$ cat src/hdl/pmc_pkg.sv
`default_nettype none

package pmc_pkg;

  // Byte addresses of the registers on the AXI4-Lite slave.
  localparam logic [7:0] ADDR_POWER_CONTROL = 8'h00;
  localparam logic [7:0] ADDR_WAKE_CONFIG   = 8'h04;
  localparam logic [7:0] ADDR_WATCHDOG_CTRL = 8'h08;
  localparam logic [7:0] ADDR_STATUS        = 8'h0C;
  localparam logic [7:0] ADDR_RESET_CAUSE   = 8'h10;

  // Field positions in the power control register.
  localparam int IDLE_BIT    = 0;
  localparam int STOP_BIT    = 1;
  localparam int SUSPEND_BIT = 2;
  localparam int SLEEP_BIT   = 3;

  // Field positions in the wake configuration register.
  localparam int WAKE_RTC_BIT    = 0;
  localparam int WAKE_PORT_BIT   = 1;
  localparam int WAKE_CMP_BIT    = 2;
  localparam int TWO_CELL_BIT    = 3;
  localparam int MCD_ENABLE_BIT  = 4;
  localparam int NUM_WAKE        = 3;

  // Field positions in the watchdog control register.
  localparam int WDOG_EN_BIT   = 0;
  localparam int WDOG_LOCK_BIT = 1;

  // Reset values.
  localparam logic [3:0] POWER_CONTROL_RST = 4'h0;
  localparam logic [4:0] WAKE_CONFIG_RST   = 5'h10;
  localparam logic [1:0] WATCHDOG_RST      = 2'h1;
  localparam logic [15:0] RESET_VECTOR     = 16'h0000;

  // Reset-cause codes.
  localparam logic [1:0] CAUSE_PIN   = 2'h0;
  localparam logic [1:0] CAUSE_WDOG  = 2'h1;
  localparam logic [1:0] CAUSE_MCD   = 2'h2;
  localparam logic [1:0] CAUSE_INTRN = 2'h3;

  // AXI responses.
  localparam logic [1:0] RESP_OKAY   = 2'h0;
  localparam logic [1:0] RESP_SLVERR = 2'h2;

  // Timing: watchdog and missing clock detector timeouts.
  localparam int CLK_HZ             = 40_000_000;
  localparam int WDOG_TIMEOUT_US    = 1000;
  localparam int MCD_TIMEOUT_US     = 500;
  localparam int WDOG_TIMEOUT_CYC   = WDOG_TIMEOUT_US * (CLK_HZ / 1_000_000);
  localparam int MCD_TIMEOUT_CYC    = MCD_TIMEOUT_US * (CLK_HZ / 1_000_000);

  // Power modes; five distinct modes are kept.
  typedef enum logic [2:0] {
    MODE_NORMAL  = 3'b000,
    MODE_IDLE    = 3'b001,
    MODE_STOP    = 3'b010,
    MODE_SUSPEND = 3'b011,
    MODE_SLEEP   = 3'b100
  } power_mode_e;

endpackage : pmc_pkg

`default_nettype wire

$ cat src/hdl/power_mode_controller.sv
// Added by the designer: the address map and register access over AXI4-Lite.
`default_nettype none

// What this block does
// - Five power modes: normal, idle, stop, suspend, sleep.
// - Idle bit halts core after instruction ends.
// - Idle keeps registers; peripherals keep running.
// - Enabled interrupt clears idle, core resumes.
// - Interrupt serviced first, then next instruction.
// - Reset ends idle; restart at address zero.
// - Watchdog resets out of idle; disable if unlocked.
// - Stop bit enters stop after instruction ends.
// - Stop halts core and precision oscillator only.
// - Only reset ends stop; restart at zero.
// - Enabled missing clock detector resets out of stop.
// - Suspend gates clock, oscillators off, quick wake.
// - Sleep gates supply; comparator wake needs two-cell.
// - Unit, regulator and clock always battery powered.
module power_mode_controller #(
  parameter int WDOG_CYCLES = pmc_pkg::WDOG_TIMEOUT_CYC,
  parameter int MCD_CYCLES  = pmc_pkg::MCD_TIMEOUT_CYC
) (
  // Clock and reset.
  input  wire logic        aclk,
  input  wire logic        aresetn,
  // AXI4-Lite write address and data.
  input  wire logic [7:0]  s_axi_awaddr,
  input  wire logic        s_axi_awvalid,
  output logic             s_axi_awready,
  input  wire logic [31:0] s_axi_wdata,
  input  wire logic [3:0]  s_axi_wstrb,
  input  wire logic        s_axi_wvalid,
  output logic             s_axi_wready,
  // AXI4-Lite write response.
  output logic [1:0]       s_axi_bresp,
  output logic             s_axi_bvalid,
  input  wire logic        s_axi_bready,
  // AXI4-Lite read address and data.
  input  wire logic [7:0]  s_axi_araddr,
  input  wire logic        s_axi_arvalid,
  output logic             s_axi_arready,
  output logic [31:0]      s_axi_rdata,
  output logic [1:0]       s_axi_rresp,
  output logic             s_axi_rvalid,
  input  wire logic        s_axi_rready,
  // Core handshake.
  input  wire logic        instr_done,
  input  wire logic        irq_pending,
  output logic             core_halt,
  output logic             irq_wake,
  // External reset and wake sources.
  input  wire logic        ext_reset_req,
  input  wire logic        rtc_event,
  input  wire logic        port_match,
  input  wire logic        cmp0_rise,
  input  wire logic        rst_pin_fall,
  // Clock, supply and reset controls.
  output logic             sysclk_gate,
  output logic             precision_osc_en,
  output logic             lowpower_osc_en,
  output logic             supply_gate,
  output logic             core_reset,
  output logic [15:0]      fetch_addr,
  output logic [2:0]       power_mode
);

  initial
  begin
    if (WDOG_CYCLES < 2 || MCD_CYCLES < 2)
      $error("power_mode_controller: timeouts must be at least 2 cycles");
  end

  // Software-visible state.
  logic [3:0]  power_control_q;
  logic [4:0]  wake_cfg_q;
  logic [1:0]  wdog_ctrl_q;
  logic [1:0]  reset_cause_q;
  logic        armed_q;
  pmc_pkg::power_mode_e mode_q;

  // Internal events.
  logic        wdog_expired;
  logic        mcd_expired;
  logic        any_reset;
  logic        wake_hit;
  logic        wr_go;
  logic        rd_go;
  logic [31:0] rd_word;
  logic        aw_hold_q;
  logic        w_hold_q;
  logic [7:0]  aw_addr_q;
  logic [31:0] w_data_q;
  logic [3:0]  w_strb_q;

  // Watchdog runs whenever enabled; it or an external reset request can pull the part out of idle by reset.
  timeout_counter #(.LIMIT(WDOG_CYCLES)) u_wdog (
    .aclk    (aclk),
    .aresetn (aresetn),
    .run     (wdog_ctrl_q[pmc_pkg::WDOG_EN_BIT]),
    .kick    (wr_go && aw_addr_q == pmc_pkg::ADDR_WATCHDOG_CTRL),
    .expired (wdog_expired)
  );

  // The clock-detector timeout is modelled as a count that runs while stop holds the clock.
  logic mcd_unused;
  assign mcd_unused = 1'b0;
  logic mcd_run;
  assign mcd_run = wake_cfg_q[pmc_pkg::MCD_ENABLE_BIT] && mode_q == pmc_pkg::MODE_STOP;
  timeout_counter #(.LIMIT(MCD_CYCLES)) u_mcd (
    .aclk    (aclk),
    .aresetn (aresetn),
    .run     (mcd_run),
    .kick    (mcd_unused),
    .expired (mcd_expired)
  );

  // Every internal or external reset source restarts the part.
  assign any_reset = ext_reset_req || wdog_expired || mcd_expired;

  // Suspend and sleep wake sources; comparator counts in suspend, and in sleep only when two-cell is set.
  always_comb
  begin
    wake_hit = rst_pin_fall;
    if (wake_cfg_q[pmc_pkg::WAKE_RTC_BIT] && rtc_event)
      wake_hit = 1'b1;
    if (wake_cfg_q[pmc_pkg::WAKE_PORT_BIT] && port_match)
      wake_hit = 1'b1;
    if (wake_cfg_q[pmc_pkg::WAKE_CMP_BIT] && cmp0_rise &&
        (mode_q != pmc_pkg::MODE_SLEEP || wake_cfg_q[pmc_pkg::TWO_CELL_BIT]))
      wake_hit = 1'b1;
  end

  // Write address and data may come in either order; each is held until both are in.
  always_ff @(posedge aclk)
  begin
    if (!aresetn)
    begin
      aw_hold_q <= 1'b0;
      aw_addr_q <= 8'h00;
    end
    else if (s_axi_awvalid && s_axi_awready)
    begin
      aw_hold_q <= 1'b1;
      aw_addr_q <= s_axi_awaddr;
    end
    else if (wr_go)
      aw_hold_q <= 1'b0;
  end

  always_ff @(posedge aclk)
  begin
    if (!aresetn)
    begin
      w_hold_q <= 1'b0;
      w_data_q <= 32'h0000_0000;
      w_strb_q <= 4'h0;
    end
    else if (s_axi_wvalid && s_axi_wready)
    begin
      w_hold_q <= 1'b1;
      w_data_q <= s_axi_wdata;
      w_strb_q <= s_axi_wstrb;
    end
    else if (wr_go)
      w_hold_q <= 1'b0;
  end

  assign wr_go = aw_hold_q && w_hold_q && !s_axi_bvalid;

  // Ready is registered; a channel is refused while its item waits for its partner.
  always_ff @(posedge aclk)
  begin
    if (!aresetn)
    begin
      s_axi_awready <= 1'b0;
      s_axi_wready  <= 1'b0;
    end
    else
    begin
      s_axi_awready <= !aw_hold_q && !(s_axi_awvalid && s_axi_awready) && !s_axi_bvalid;
      s_axi_wready  <= !w_hold_q && !(s_axi_wvalid && s_axi_wready) && !s_axi_bvalid;
    end
  end

  // Write response; unmapped or read-only offsets answer with a slave error.
  always_ff @(posedge aclk)
  begin
    if (!aresetn)
    begin
      s_axi_bvalid <= 1'b0;
      s_axi_bresp  <= pmc_pkg::RESP_OKAY;
    end
    else if (wr_go)
    begin
      s_axi_bvalid <= 1'b1;
      case (aw_addr_q)
        pmc_pkg::ADDR_POWER_CONTROL,
        pmc_pkg::ADDR_WAKE_CONFIG,
        pmc_pkg::ADDR_WATCHDOG_CTRL: s_axi_bresp <= pmc_pkg::RESP_OKAY;
        default:                     s_axi_bresp <= pmc_pkg::RESP_SLVERR;
      endcase
    end
    else if (s_axi_bready)
      s_axi_bvalid <= 1'b0;
  end

  // Mode select bits: written by the core, cleared by interrupt wake, suspend wake or reset.
  always_ff @(posedge aclk)
  begin
    if (!aresetn || any_reset)
      power_control_q <= pmc_pkg::POWER_CONTROL_RST;
    else if (wr_go && aw_addr_q == pmc_pkg::ADDR_POWER_CONTROL && w_strb_q[0])
      power_control_q <= w_data_q[3:0];
    else if (mode_q == pmc_pkg::MODE_IDLE && irq_pending)
      power_control_q[pmc_pkg::IDLE_BIT] <= 1'b0;
    else if ((mode_q == pmc_pkg::MODE_SUSPEND || mode_q == pmc_pkg::MODE_SLEEP) && wake_hit)
    begin
      power_control_q[pmc_pkg::SUSPEND_BIT] <= 1'b0;
      power_control_q[pmc_pkg::SLEEP_BIT]   <= 1'b0;
    end
  end

  // A selection takes effect only once the instruction that wrote it retires.
  always_ff @(posedge aclk)
  begin
    if (!aresetn || any_reset)
      armed_q <= 1'b0;
    else if (wr_go && aw_addr_q == pmc_pkg::ADDR_POWER_CONTROL && w_strb_q[0])
      armed_q <= |w_data_q[3:0];
    else if (instr_done)
      armed_q <= 1'b0;
  end

  // Wake configuration; wake enables are kept across entries until rewritten.
  always_ff @(posedge aclk)
  begin
    if (!aresetn)
      wake_cfg_q <= pmc_pkg::WAKE_CONFIG_RST;
    else if (wr_go && aw_addr_q == pmc_pkg::ADDR_WAKE_CONFIG && w_strb_q[0])
      wake_cfg_q <= w_data_q[4:0];
  end

  // Once locked, the watchdog enable can no longer be cleared until reset.
  always_ff @(posedge aclk)
  begin
    if (!aresetn)
      wdog_ctrl_q <= pmc_pkg::WATCHDOG_RST;
    else if (wr_go && aw_addr_q == pmc_pkg::ADDR_WATCHDOG_CTRL && w_strb_q[0])
    begin
      wdog_ctrl_q[pmc_pkg::WDOG_LOCK_BIT] <= wdog_ctrl_q[pmc_pkg::WDOG_LOCK_BIT] |
                                             w_data_q[pmc_pkg::WDOG_LOCK_BIT];
      if (!wdog_ctrl_q[pmc_pkg::WDOG_LOCK_BIT])
        wdog_ctrl_q[pmc_pkg::WDOG_EN_BIT] <= w_data_q[pmc_pkg::WDOG_EN_BIT];
    end
  end

  // Last reset cause survives the reset it reports.
  always_ff @(posedge aclk)
  begin
    if (!aresetn)
      reset_cause_q <= pmc_pkg::CAUSE_PIN;
    else if (wdog_expired)
      reset_cause_q <= pmc_pkg::CAUSE_WDOG;
    else if (mcd_expired)
      reset_cause_q <= pmc_pkg::CAUSE_MCD;
    else if (ext_reset_req)
      reset_cause_q <= pmc_pkg::CAUSE_INTRN;
  end

  // Mode state machine.
  always_ff @(posedge aclk)
  begin
    if (!aresetn || any_reset)
      mode_q <= pmc_pkg::MODE_NORMAL;
    else
    begin
      case (mode_q)
        pmc_pkg::MODE_NORMAL:
          if (armed_q && instr_done)
          begin
            if (power_control_q[pmc_pkg::STOP_BIT])
              mode_q <= pmc_pkg::MODE_STOP;
            else if (power_control_q[pmc_pkg::IDLE_BIT])
              mode_q <= pmc_pkg::MODE_IDLE;
            else if (power_control_q[pmc_pkg::SLEEP_BIT])
              mode_q <= pmc_pkg::MODE_SLEEP;
            else if (power_control_q[pmc_pkg::SUSPEND_BIT])
              mode_q <= pmc_pkg::MODE_SUSPEND;
          end
        pmc_pkg::MODE_IDLE:
          if (irq_pending)
            mode_q <= pmc_pkg::MODE_NORMAL;
        pmc_pkg::MODE_STOP:
          mode_q <= pmc_pkg::MODE_STOP;
        pmc_pkg::MODE_SUSPEND,
        pmc_pkg::MODE_SLEEP:
          if (wake_hit)
            mode_q <= pmc_pkg::MODE_NORMAL;
        default:
          mode_q <= pmc_pkg::MODE_NORMAL;
      endcase
    end
  end

  // Outputs to core, clocks and supplies, all registered.
  always_ff @(posedge aclk)
  begin
    if (!aresetn)
    begin
      core_halt        <= 1'b0;
      irq_wake         <= 1'b0;
      sysclk_gate      <= 1'b0;
      precision_osc_en <= 1'b1;
      lowpower_osc_en  <= 1'b1;
      supply_gate      <= 1'b0;
      power_mode       <= pmc_pkg::MODE_NORMAL;
    end
    else
    begin
      // Idle only halts the core; peripherals keep their clock and state.
      core_halt        <= mode_q != pmc_pkg::MODE_NORMAL;
      irq_wake         <= mode_q == pmc_pkg::MODE_IDLE && irq_pending;
      sysclk_gate      <= mode_q == pmc_pkg::MODE_SUSPEND || mode_q == pmc_pkg::MODE_SLEEP;
      precision_osc_en <= mode_q == pmc_pkg::MODE_NORMAL || mode_q == pmc_pkg::MODE_IDLE;
      // The low power oscillator is left alone by stop, only suspend and sleep kill it.
      lowpower_osc_en  <= !(mode_q == pmc_pkg::MODE_SUSPEND || mode_q == pmc_pkg::MODE_SLEEP);
      // This unit itself stays on battery; only the core domain is gated.
      supply_gate      <= mode_q == pmc_pkg::MODE_SLEEP;
      power_mode       <= mode_q;
    end
  end

  // Core reset and restart address on every reset source.
  always_ff @(posedge aclk)
  begin
    if (!aresetn)
    begin
      core_reset <= 1'b1;
      fetch_addr <= pmc_pkg::RESET_VECTOR;
    end
    else
    begin
      core_reset <= any_reset;
      fetch_addr <= pmc_pkg::RESET_VECTOR;
    end
  end

  // Read mux.
  always_comb
  begin
    rd_word = 32'h0000_0000;
    case (s_axi_araddr)
      pmc_pkg::ADDR_POWER_CONTROL: rd_word[3:0] = power_control_q;
      pmc_pkg::ADDR_WAKE_CONFIG:   rd_word[4:0] = wake_cfg_q;
      pmc_pkg::ADDR_WATCHDOG_CTRL: rd_word[1:0] = wdog_ctrl_q;
      pmc_pkg::ADDR_STATUS:        rd_word[2:0] = mode_q;
      pmc_pkg::ADDR_RESET_CAUSE:   rd_word[1:0] = reset_cause_q;
      default:                     rd_word = 32'h0000_0000;
    endcase
  end

  assign rd_go = s_axi_arvalid && s_axi_arready;

  // Read channel: one read at a time, answered the cycle after address is taken.
  always_ff @(posedge aclk)
  begin
    if (!aresetn)
    begin
      s_axi_arready <= 1'b0;
      s_axi_rvalid  <= 1'b0;
      s_axi_rdata   <= 32'h0000_0000;
      s_axi_rresp   <= pmc_pkg::RESP_OKAY;
    end
    else if (rd_go)
    begin
      s_axi_arready <= 1'b0;
      s_axi_rvalid  <= 1'b1;
      s_axi_rdata   <= rd_word;
      s_axi_rresp   <= (s_axi_araddr <= pmc_pkg::ADDR_RESET_CAUSE && s_axi_araddr[1:0] == 2'b00) ?
                       pmc_pkg::RESP_OKAY : pmc_pkg::RESP_SLVERR;
    end
    else if (s_axi_rvalid)
    begin
      if (s_axi_rready)
        s_axi_rvalid <= 1'b0;
    end
    else
      s_axi_arready <= 1'b1;
  end

endmodule : power_mode_controller

`default_nettype wire

$ cat src/hdl/timeout_counter.sv
`default_nettype none

// Counts while run is high and pulses expired once on reaching the limit.
module timeout_counter #(
  parameter int LIMIT = 16
) (
  // Clock and reset.
  input  wire logic aclk,
  input  wire logic aresetn,
  // Control.
  input  wire logic run,
  input  wire logic kick,
  // Result.
  output logic      expired
);

  localparam int W = $clog2(LIMIT + 1);

  initial
  begin
    if (LIMIT < 2)
      $error("timeout_counter: LIMIT must be at least 2");
  end

  logic [W-1:0] count_q;

  // A kick or a stopped count restarts from zero so the timeout is always whole.
  always_ff @(posedge aclk)
  begin
    if (!aresetn || kick || !run)
      count_q <= '0;
    else if (count_q != W'(LIMIT))
      count_q <= count_q + W'(1);
  end

  // The pulse is registered so the caller sees a clean one-cycle event.
  always_ff @(posedge aclk)
  begin
    if (!aresetn || kick || !run)
      expired <= 1'b0;
    else
      expired <= (count_q == W'(LIMIT - 1));
  end

endmodule : timeout_counter

`default_nettype wire

$ cat config.mk
export PLATFORM = sky130hd
export DESIGN_NAME = power_mode_controller
export DESIGN_NICKNAME = d
export VERILOG_FILES = /design/src/hdl/pmc_pkg.sv /design/src/hdl/power_mode_controller.sv /design/src/hdl/timeout_counter.sv
export SDC_FILE = /design/constraint.sdc
export NUM_CORES = 1
export LEC_CHECK = 0
export BUFFER_PORTS_ARGS = -buffer_cell sky130_fd_sc_hd__buf_2
export CAP_MARGIN = 10
export CELL_PAD_IN_SITES_DETAIL_PLACEMENT = 1
export CELL_PAD_IN_SITES_GLOBAL_PLACEMENT = 1
export CORE_MARGIN = 4
export CORE_UTILIZATION = 38
export CTS_CLUSTER_SIZE = 20
export DETAILED_ROUTE_END_ITERATION = 12
export PLACE_DENSITY_LB_ADDON = 0.08
export SYNTH_ARGS = -nofsm -noshare
export SYNTH_HDL_FRONTEND = slang
export SYNTH_SLANG_ARGS = --single-unit
$ cat constraint.sdc
create_clock -name aclk -period 1.91 [get_ports aclk]
set_input_delay 0.2865 -clock aclk [delete_from_list [all_inputs] [get_ports aclk]]
set_output_delay 0.2865 -clock aclk [all_outputs]
set_load 0.1 [all_outputs]
# Yosys cells after proc, flatten, opt, wreduce, memory -nomap -nowiden
# Index checks and enable logic that the tools add are counted.
[totals] word_cells=159 out_inout_bits=67 in_bits=66 regBits=90
[op_classes] addsub=2 reduce_logical=63 n_mux=35 eq_ne=20 bitwise_logic=3 n_lt_le_gt_ge=1
[ops] cell="8-bit by 4-bit == test with 1-bit output, second input constant" count=3
[ops] cell="1-bit logical AND" count=24
[ops] cell="3-bit 2-to-1 mux" count=7
[ops] cell="1-bit 2-to-1 mux" count=17
[ops] cell="16-bit by 1-bit adder with 16-bit output, second input constant" count=1
[ops] cell="16-bit == test, second input constant" count=1
[ops] cell="8-bit by 3-bit == test with 1-bit output, second input constant" count=2
[ops] cell="8-bit zero test" count=2
[ops] cell="16-bit inequality test, second input constant" count=1
[ops] cell="15-bit by 1-bit adder with 15-bit output, second input constant" count=1
[ops] cell="15-bit == test, second input constant" count=1
[ops] cell="15-bit inequality test, second input constant" count=1
[ops] cell="2-bit 2-to-1 mux" count=7
[ops] cell="2-bit nonzero test" count=7
[ops] cell="3-bit case mux with 4 select lines" count=1
[ops] cell="2-bit case mux with 5 select lines" count=1
[ops] cell="1-bit zero test" count=9
[ops] cell="1-bit logical OR" count=9
[ops] cell="8-bit by 5-bit == test with 1-bit output, second input constant" count=1
[ops] cell="8-bit by 5-bit <= comparator with 1-bit output, second input constant" count=1
[ops] cell="2-bit inequality test, second input constant" count=4
[ops] cell="3-bit by 2-bit == test with 1-bit output, second input constant" count=2
[ops] cell="3-bit nonzero test" count=2
[ops] cell="2-bit OR reduction" count=3
[ops] cell="14 further kinds" count=16

# Depth between registers and ports, before layout
# Gate-level depths: netlist of the first run.
[logic_depth] ltp_word=8 mapped_depth=6 depth_no_buf=6

# Hierarchy
# Synthesis of the first run repeated with hierarchy kept, for this count alone.
[unflattened] cells_unflattened=500 hier_area_um2=4384.2
[by_module_without_submodules] mod="power_mode_controller" cells_each=314 seq_area_each_um2=1101.1 area_each_um2=2680.1 instances=1
[by_module_without_submodules] mod="timeout_counter (u_mcd)" cells_each=93 seq_area_each_um2=320.3 area_each_um2=859.6 instances=1
[by_module_without_submodules] mod="timeout_counter (u_wdog)" cells_each=93 seq_area_each_um2=340.3 area_each_um2=844.6 instances=1

# Worst setup path before layout of the first run
# Ideal clock, no wire load.
[synth_timing] kind="reg-to-reg" start="reg s_axi_bvalid" end="reg u_wdog.expired" synth_period_minus_slack_ns=1.897 setup_time_ns=0.092 path_buffers=1 required_time_ns=1.818 stages_incl_launch_ff=6 setup_slack_ns=0.013 arrival_ns=1.806 cell_sequence="dfxtp_1 and3b_1 buf_2 nand3_2 o211ai_4 nor4_1"
[synth_between] elab_chain_cells=5
[synth_lines] item="from (decl)" line_no="power_mode_controller.sv:36" source="output logic s_axi_bvalid,"
[synth_lines] item="from (signal assigned)" line_no="power_mode_controller.sv:190" source="s_axi_bvalid <= 1'b0;"
[synth_lines] item="from (signal assigned)" line_no="power_mode_controller.sv:195" source="s_axi_bvalid <= 1'b1;"
[synth_lines] item="from (signal assigned)" line_no="power_mode_controller.sv:204" source="s_axi_bvalid <= 1'b0;"
[synth_lines] item="1-bit zero test" line_no="power_mode_controller.sv:168" source="assign wr_go = aw_hold_q && w_hold_q && !s_axi_bvalid;"
[synth_lines] item="1-bit logical AND" line_no="power_mode_controller.sv:168"
[synth_lines] item="1-bit logical AND" line_no="power_mode_controller.sv:100" source=".kick (wr_go && aw_addr_q == pmc_pkg::ADDR_WATCHDOG_CTRL),"
[synth_lines] item="1-bit logical OR (2 in series)" line_no="timeout_counter.sv:39" source="if (!aresetn || kick || !run)"
[synth_lines] item="to (signal assigned)" line_no="timeout_counter.sv:42" source="expired <= (count_q == W'(LIMIT - 1));"
[synth_lines] item="to (decl)" line_no="timeout_counter.sv:14" source="output logic expired"
# No other way between the ends.
# A chain may end at the register's enable or synchronous reset.

# Worst setup path after layout of the first run
[layout_timing] start="reg mode_q[0]" end="reg mode_q[0]"
[layout_between] elab_chain_cells=6 elab_cells_between_ends=16 classes_between="eq/ne (9); mux (2); reduce/logical (5)"
[layout_lines] item="from (decl)" line_no="power_mode_controller.sv:79" source="pmc_pkg::power_mode_e mode_q;"
[layout_lines] item="from (signal assigned)" line_no="power_mode_controller.sv:274" source="mode_q <= pmc_pkg::MODE_NORMAL;"
[layout_lines] item="from (signal assigned)" line_no="power_mode_controller.sv:282" source="mode_q <= pmc_pkg::MODE_STOP;"
[layout_lines] item="from (signal assigned)" line_no="power_mode_controller.sv:284" source="mode_q <= pmc_pkg::MODE_IDLE;"
[layout_lines] item="3-bit inequality test" line_no="power_mode_controller.sv:129" source="(mode_q != pmc_pkg::MODE_SLEEP || wake_cfg_q[pmc_pkg::TWO_CELL_BIT]))"
[layout_lines] item="1-bit logical OR" line_no="power_mode_controller.sv:129"
[layout_lines] item="1-bit logical AND" line_no="power_mode_controller.sv:128" source="if (wake_cfg_q[pmc_pkg::WAKE_CMP_BIT] && cmp0_rise &&"
[layout_lines] item="1-bit 2-to-1 mux" line_no="power_mode_controller.sv:128"
[layout_lines] item="2-bit inequality test (no source line)"
[layout_lines] item="4-bit AND reduction (no source line)"
# Parallel ways exist; a longest one is shown, timed or not.

==> flow_summary.ini, run 1 <==
[global_routing]
antenna_found_initial = 0
grt_overflow_total = 0
top_usage_layer = met2
grt_pass1_wl_um = 17000
grt_max_degree = 26
grt_util_met3_pct = 3.75
gr-usage-met1_pct = 18.7
grt_pass1_vias = 3555
use_met2_pct = 28.5
gr-usage-all-layers_pct = 16.0

[clocking]
clk_latency_ps = 340
cts_resized = 0
cts_sinks = 88
h-tree-depth = 3
cts_tree = yes
cts_setup_buffers = 0
clock_path_buffers = 2
root_buffer = clkbuf_16
clk_pin_slew_ps = 60
cts_buffers = 9
cts_hold_buf = 0

[floorplan]
start_util_pct = 39.2
design.die.area_um2 = 13000
std_cell_rows = 38
die_h_um = 114
io_pins = 133
core_um2 = 10900
die_w_um = 114

[placement]
postPlaceCellArea_um2 = 4570
gp_congestion = 0.739
dp_hpwl_um = 7560
portBuffers = 57

[run]
maxCapViolCount = 0

[worst_setup_path]
rr_worst_depth = 5
reg2reg_to = mode_q[0]$_SDFFE_PP0P_
crit_fanout = 12
cpPeakStageDelay_ps = 570
critPathCaptureType = flip-flop
required_ps = 2170
critPathArrivalTime_ps = 1890
path_cells = and3b_1, a21oi_2, buf_4, o21ai_1, mux2i_1
start_kind = flip-flop
r2r-start = mode_q[0]$_SDFFE_PP0P_
cp_slowest_cell = dfxtp_1
path_class = flip-flop to flip-flop
regToRegSetupSlack_ps = 280

[final_layout]
fill_cells = 1333
diodes = 0
final_common_cell = dfxtp_1
layout_common_cells = 88 x dfxtp_1, 57 x buf_2, 50 x nand2_1, 45 x conb_1, 37 x nor2_1
syn_to_final_growth_pct = 13.6
nNetsFinal = 615
layout-drive-gt1-share_pct = 17.8
finish.instance_area_um2 = 4870

[route]
routed_wl_um = 10000
ant_nets = 0
drc = 0
drtPass1Iterations = 4
drtIter0Drc = 77
vias_per_cell = 4.99
vias = 3443
wire_per_inst_um = 14.5

[logic_synthesis]
synth_top_area_cell = dfxtp_1
synth_top_area_share_pct = 41.1
netlist_area_um2 = 4280
ys_top_cells_by_area = dfxtp_1 41%, buf_4 8.1%, nand2_1 4.4%
syn-mean-instance-area_um2 = 8.80
ys_types = 60
yosys_warnings = 0
synthArstFlopShare_pct = 0
ys_seq_area_share_pct = 41.1
synthCells = 487
synth-main-ff-cell = dfxtp_1
synth_edf_count = 0
synth_seq_cells = 88

[pwr]
power_switching_mw = 1.37
share_comb_of_total_power_pct = 16.2
ir_worst_vdd_uv = 585
internal-power_mw = 3.03
pwr-share-seq_pct = 43.5
switching_share_pct = 31.1
power_frac_clock_pct = 40.3
power_leakage_nw = 1.95
power_density_nw_per_um2 = 903

[run_status]
status = finished clean

[min_path]
min_delay_worst_endpoint = aw_addr_q[0]$_SDFFE_PN0P_
hold_start = s_axi_awaddr[0]
hold_path.class = input pin to flip-flop
min_path_cells = 3

[timing]
max_freq_mhz = 614
rsz0062_at_grt = false
setup_violations = 0
final.period_utilization_pct = 85.3
fin_setup_tns_ps = 0
drv_slew = 0
finClkSkew_ps = 5.79
period_minus_slack_ps = 1630
hold_violations = 0
==> power by group through the flow <==
stage | clock network (mW) | logic (mW) | registers, mW
6_report | 1.77 | 0.713 | 1.91
5_1_grt | 1.91 | 0.751 | 1.92
4_1_cts | 1.83 | 0.715 | 1.91
3_5_place_dp | 0 | 0.714 | 1.95
3_3_place_gp | 0 | 0.710 | 1.95
2_1_floorplan | 0 | 0.585 | 2.04
==> synthesized netlist by cell type (all sizes together) (2+ instances only) <==
library cell and number:
dfxtp 88, buf 57, nand2 50, nor2 37, nand3 25, xor2 21, o21ai 19, a21boi 18
a21oi 18, nand4 17, nor3 11, and2 10, inv 10, mux2i 10, nor2b 9, and4 8
clkbuf 8, nor4 8, a31oi 5, and3 5, nand2b 5, ha 4, nand3b 4, nand4b 4
o21a 4, and3b 3, o211ai 3, or3 3, a221oi 2, and4b 2, mux2 2, nor3b 2
nor4b 2, o311ai 2, or2b 2
==> routing by layer <==
layer	share of wire (%)	up-vias
met5	0	-
met4	1.3	0
met3	4.7	10
met2	51	68
met1	43	1639
li1	-	1726
==> kinds of logic after synthesis <==
family | share of synthesized area [%]
xor+xnor | 4.50
flops | 41.1
compound gates | 11.7
fa+ha+maj | 1.17
simple gates | 27.5
mux | 2.86
other cells | 0.0875
buf+inv | 11.1
==> stage by stage <==
stage | util [%] | hold slack (ps) | worst slack (ps) | instances | power, mW
detailed placement | 41.8 | 443 | 197 | 674 | 2.67
global route | 44.5 | 212 | 150 | 690 | 4.58
CTS | 44.5 | 194 | 261 | 690 | 4.46
finish | 44.5 | 204 | 281 | 690 | 4.39
floorplan | - | 407 | 12.5 | 531 | 2.63
global placement | 41.8 | 427 | 276 | 674 | 2.66
==> layout make-up <==
class | instances | area, µm² | area share (%)
flip-flops and latches | 88 | 1760 | 36.2
inverters | 10 | 37.5 | 0.771
clock buffers | 11 | 243 | 4.99
clock inverters | 5 | 56.3 | 1.16
well taps | 140 | 175 | 3.60
repair buffers | 68 | 380 | 7.82
multi-input cells | 368 | 2210 | 45.5
==> worst max-delay path: cells and delay by family, from the launching register on <==
family                 cells  cell delay (ps)
buffers and inverters      1              170
muxes                      1              250
DFF                        1              570
AOI/OAI and AO/OA          2              320
and+or+nand+nor            1              240
==> state kept, by name (all words and copies together) (netlist names), 3 cells and up <==
signal,flops
aw_addr_q,8
mode_q,3
wake_cfg_q,5
power_mode,3
w_data_q,5
power_control_q,4
s_axi_rdata,5
u_mcd.count_q,15
u_wdog.count_q,16
==> how the worst max path moves through the flow <==
stage | from | endpoint | slack, ps | cells after the start
CTS | mode_q[0]$_SDFFE_PP0P_ | mode_q[0]$_SDFFE_PP0P_ | 260 | 5
global placement | rtc_event | mode_q[2]$_SDFFE_PP0P_ | 280 | 5
floorplan | s_axi_bvalid$_SDFFE_PN0P_ | u_wdog.expired$_SDFF_PP0_ | 10 | 5
finish | mode_q[0]$_SDFFE_PP0P_ | mode_q[0]$_SDFFE_PP0P_ | 280 | 5
detailed placement | rtc_event | mode_q[0]$_SDFFE_PP0P_ | 200 | 5
global route | mode_q[2]$_SDFFE_PP0P_ | mode_q[0]$_SDFFE_PP0P_ | 150 | 4
Power figures use the tool's default switching activity.
==> run 2, diff against run 1 <==
--- a/config.mk
+++ b/config.mk
@@ -8,11 +8,12 @@
 export BUFFER_PORTS_ARGS = -buffer_cell sky130_fd_sc_hd__buf_2
 export CAP_MARGIN = 10
 export CELL_PAD_IN_SITES_DETAIL_PLACEMENT = 1
-export CELL_PAD_IN_SITES_GLOBAL_PLACEMENT = 1
+export CELL_PAD_IN_SITES_GLOBAL_PLACEMENT = 2
 export CORE_MARGIN = 4
-export CORE_UTILIZATION = 38
+export CORE_UTILIZATION = 30
 export CTS_CLUSTER_SIZE = 20
 export DETAILED_ROUTE_END_ITERATION = 12
+export GPL_TIMING_DRIVEN = 0
 export PLACE_DENSITY_LB_ADDON = 0.08
 export SYNTH_ARGS = -nofsm -noshare
 export SYNTH_HDL_FRONTEND = slang
==> run 2 against run 1 <==
Clock-buffer cell count shrank 1; largest power group unchanged; via count increased by 4.9%; flip-flop and latch count stayed put; global-route usage down 1.6 points; combinational power grew 11%; sequential share of layout area fell by 2.7 points; critical path type unchanged.
==> flow_summary.ini, run 2 (synthesis results as in run 1) <==
[run_status]
status = finished clean

[route]
routed_wl_um = 11300
drtIter0Drc = 86
wire_per_inst_um = 14.4
ant_nets = 0
vias = 3612
vias_per_cell = 4.60
drtPass1Iterations = 4
drc = 0

[clocking]
root_buffer = clkbuf_16
cts_resized = 0
clk_pin_slew_ps = 60
cts_tree = yes
clock_path_buffers = 2
cts_sinks = 88
clk_latency_ps = 340
cts_buffers = 9
cts_setup_buffers = 0
cts_hold_buf = 0
h-tree-depth = 3

[final_layout]
layout-drive-gt1-share_pct = 24.2
regMostFlops = u_wdog.count_q
finish.instance_area_um2 = 5260
fill_cells = 1707
syn_to_final_growth_pct = 22.8
nNetsFinal = 669
multi_input_area_um2 = 2210
register_area_um2 = 1760
largest_reg_flops = 16
layout_common_cells = 88 x dfxtp_1, 67 x buf_2, 50 x nand2_1, 46 x buf_4, 45 x conb_1
largest_registers = u_wdog.count_q (16), u_mcd.count_q (15), aw_addr_q (8)
final_common_cell = dfxtp_1

[worst_setup_path]
rr_worst_depth = 5
start_kind = flip-flop
r2r-start = aw_addr_q[1]$_SDFFE_PN0P_
regToRegSetupSlack_ps = 180
required_ps = 2150
critPathCaptureType = flip-flop
path_class = flip-flop to flip-flop
crit_fanout = 10
reg2reg_to = u_wdog.count_q[11]$_SDFFE_PP0P_
critPathArrivalTime_ps = 1970

[pwr]
pwr-share-seq_pct = 42.4
switching_share_pct = 31.7
ir_worst_vdd_uv = 434
power_density_nw_per_um2 = 858
power_frac_clock_pct = 40.0
internal-power_mw = 3.08
share_comb_of_total_power_pct = 17.6
power_switching_mw = 1.43
power_leakage_nw = 2.22

[placement]
portBuffers = 57
place_ws_ps = 170
dp_hpwl_um = 8640
gp_congestion = 0.767
postPlaceCellArea_um2 = 4960

[global_routing]
grt_pass1_wl_um = 18900
antenna_found_initial = 0
gr-usage-all-layers_pct = 14.4
grt_overflow_total = 0
grt_max_degree = 15
grt_pass1_vias = 3704

[timing]
finClkSkew_ps = 5.08
final.period_utilization_pct = 90.8
fin_hold_ws_ps = 193
rsz0062_at_grt = false
slew_headroom_pct = 48.6
worstMarginPinSlew_ps = 765
max_freq_mhz = 577
hold_violations = 0
fin_setup_tns_ps = 0
final.setup.worst_slack_ps = 176
period_minus_slack_ps = 1730
setup_violations = 0
drv_slew = 0

[floorplan]
io_pins = 133
die_w_um = 128
design.die.area_um2 = 16300
std_cell_rows = 43
start_util_pct = 30.7
core_um2 = 13900
die_h_um = 128

[run]
maxCapViolCount = 0

[min_path]
min_delay_worst_endpoint = aw_addr_q[7]$_SDFFE_PN0P_
min_path_cells = 3
hold_path.class = input pin to flip-flop
hold_start = s_axi_awaddr[7]
-- run 2: how the worst max path moves through the flow --
stage,from,endpoint,slack [ps],depth (start not counted)
after floorplan,s_axi_bvalid$_SDFFE_PN0P_,u_wdog.expired$_SDFF_PP0_,10,5
after global placement,aw_addr_q[1]$_SDFFE_PN0P_,u_wdog.count_q[9]$_SDFFE_PP0P_,210,5
after detailed placement,rtc_event,mode_q[0]$_SDFFE_PP0P_,170,5
after CTS,aw_addr_q[1]$_SDFFE_PN0P_,u_wdog.count_q[11]$_SDFFE_PP0P_,150,5
after global routing,aw_addr_q[1]$_SDFFE_PN0P_,u_wdog.count_q[4]$_SDFFE_PP0P_,60,5
final,aw_addr_q[1]$_SDFFE_PN0P_,u_wdog.count_q[11]$_SDFFE_PP0P_,180,5
-- run 2: critical path: stages (launching register included) --
cell and delay, ps:
dfxtp_1 330, nor4_4 480, nand3_2 180, o211ai_4 380, buf_6 200, nor2_1 50
-- run 2: metrics by stage --
stage	util [%]	std cells	power, mW
after CTS	37.7	784	4.58
after global routing	37.7	784	4.72
after detailed placement	35.6	768	2.75
final	37.7	785	4.51
after floorplan	-	531	2.63
after global placement	35.6	768	2.74
-- run 2: power by group through the flow --
| stage | clock network [mW] | logic (mW) | registers (mW) |
|---|---|---|---|
| final | 1.81 | 0.794 | 1.91 |
| after global routing | 1.96 | 0.838 | 1.92 |
| after CTS | 1.87 | 0.794 | 1.91 |
| after detailed placement | 0 | 0.793 | 1.95 |
| after global placement | 0 | 0.787 | 1.95 |
| after floorplan | 0 | 0.585 | 2.04 |
-- run 2: final cells by class --
type / count / area share (%)
repair buffers: 57 / 5.42
multi-input cells: 368 / 42.1
clock inverters: 6 / 1.12
well taps: 180 / 4.28
flip-flops and latches: 88 / 33.5
inverters: 10 / 0.714
clock buffers: 10 / 4.54
plain buffers: 65 / 8.33
diodes: 1 / 0.0476
-- run 2: per-layer routing --
metal	GRT usage [%]	wire length [µm]	part of all wire, %
met5	0	0	0
met4	4.92	171	1.5
met2	24.7	5510	49
met3	3.14	482	4.2
met1	17.9	5180	46
==> run 3, diff against run 2 <==
--- a/config.mk
+++ b/config.mk
@@ -14,7 +14,7 @@
 export CTS_CLUSTER_SIZE = 20
 export DETAILED_ROUTE_END_ITERATION = 12
 export GPL_TIMING_DRIVEN = 0
-export PLACE_DENSITY_LB_ADDON = 0.08
+export PLACE_DENSITY = 0.85
 export SYNTH_ARGS = -nofsm -noshare
 export SYNTH_HDL_FRONTEND = slang
 export SYNTH_SLANG_ARGS = --single-unit
==> run 3 against run 2 <==
Power is 3.0% lower; first-iteration DRC count rose by 120%; sequential share of layout area increased by 0.11 points; flip-flop and latch count did not move; global-route usage fell by 0.31 points; maximum frequency is 0.96% higher; highest routed layer unchanged; die area is the same; clock-buffer cell count unchanged; utilization down 0.13 points; register-to-register slack better by 20 ps; sequential power is essentially flat.
==> flow_summary.ini, run 3 (synthesis results as in run 1) <==
[timing]
drv_slew = 0
hold_violations = 0
rsz0062_at_grt = false
slew_headroom_pct = 52.1
final.period_utilization_pct = 89.9
period_minus_slack_ps = 1720
max_freq_mhz = 582
fin_setup_tns_ps = 0
finClkSkew_ps = 6.92
worstMarginPinSlew_ps = 714
setup_violations = 0

[route]
drtPass1Iterations = 4
wire_per_inst_um = 14.5
drc = 0
ant_nets = 0
routed_wl_um = 11300
vias = 3719
drtIter0Drc = 189
vias_per_cell = 4.74

[final_layout]
final_common_cell = dfxtp_1
nNetsFinal = 669
layout-drive-gt1-share_pct = 24.2
fill_cells = 1700
regMostFlops = u_wdog.count_q
syn_to_final_growth_pct = 22.4
finish.instance_area_um2 = 5240
diodes = 0
largest_registers = u_wdog.count_q (16), u_mcd.count_q (15), aw_addr_q (8)
layout_common_cells = 88 x dfxtp_1, 67 x buf_2, 50 x nand2_1, 46 x buf_4, 45 x conb_1
largest_reg_flops = 16

[worst_setup_path]
critPathArrivalTime_ps = 1950
path_class = flip-flop to flip-flop
critPathCaptureType = flip-flop
crit_fanout = 10
required_ps = 2140
start_kind = flip-flop

[placement]
dp_hpwl_um = 8580
portBuffers = 57
gp_congestion = 0.773
postPlaceCellArea_um2 = 4960

[floorplan]
start_util_pct = 30.7
die_w_um = 128
io_pins = 133
std_cell_rows = 43
die_h_um = 128
design.die.area_um2 = 16300
core_um2 = 13900

[pwr]
power_leakage_nw = 2.21
power_density_nw_per_um2 = 835
ir_worst_vdd_uv = 409
power_mw = 4.38

[clocking]
h-tree-depth = 3
cts_setup_buffers = 0
cts_hold_buf = 0
cts_sinks = 88
cts_resized = 0
cts_buffers = 9
clk_pin_slew_ps = 70
clk_latency_ps = 340
root_buffer = clkbuf_16
cts_tree = yes
clock_path_buffers = 2

[run]
maxCapViolCount = 0

[run_status]
status = finished clean

[global_routing]
gr-usage-all-layers_pct = 14.1
grt_pass1_wl_um = 18700
grt_pass1_vias = 3889
antenna_found_initial = 0
grt_overflow_total = 0
grt_max_degree = 16

[min_path]
hold_path.class = input pin to flip-flop
==> run 3: final timing paths <==
check	start	end	slack, ps	depth (start not counted)
hold / removal	s_axi_awaddr[4]	aw_addr_q[4]$_SDFFE_PN0P_	190	3
setup reg to reg	aw_addr_q[1]$_SDFFE_PN0P_	u_wdog.count_q[5]$_SDFFE_PP0P_	190	5
hold reg to reg	s_axi_rresp[1]$_SDFFE_PN0P_	s_axi_rresp[1]$_SDFFE_PN0P_	460	2
setup / recovery	aw_addr_q[1]$_SDFFE_PN0P_	u_wdog.count_q[5]$_SDFFE_PP0P_	190	5
==> run 3: critical path, stage by stage (launching register included) <==
cell and delay [ps]:
dfxtp_1 330, nor4_4 460, nand3_2 180, o211ai_4 370, buf_6 200, nor2_1 60
==> run 3: power by group <==
group	internal, mW	switching, mW	total, mW
Sequential	1.87	0.0357	1.91
Clock	0.921	0.747	1.67
Combinational	0.163	0.635	0.798
==> run 3: cell type report <==
class / instances / area (µm²) / share of cell area, %
clock inverters: 6 / 43.8 / 0.835
repair buffers: 57 / 285 / 5.44
flip-flops and latches: 88 / 1760 / 33.6
multi-input cells: 368 / 2210 / 42.2
clock buffers: 10 / 239 / 4.56
plain buffers: 65 / 438 / 8.35
well taps: 180 / 225 / 4.30
inverters: 10 / 37.5 / 0.716
==> run 3: per-layer routing <==
metal | routed length, µm | vias up | global-route usage (%) | share of wire (%)
met5 | 0 | - | 0 | 0
met4 | 228 | 0 | 5.93 | 2.0
met3 | 471 | 17 | 2.22 | 4.2
met2 | 5950 | 76 | 26.3 | 52
met1 | 4690 | 1783 | 15.8 | 41
li1 | - | 1843 | - | -
==> run 3: metrics by stage <==
stage | setup WS, ps | util, % | instances | hold WS, ps
global route | 99.2 | 37.6 | 784 | 186
detailed placement | 219 | 35.6 | 768 | 449
floorplan | 12.5 | - | 531 | 407
CTS | 175 | 37.6 | 784 | 179
global placement | 254 | 35.6 | 768 | 421
finish | 193 | 37.6 | 784 | 189
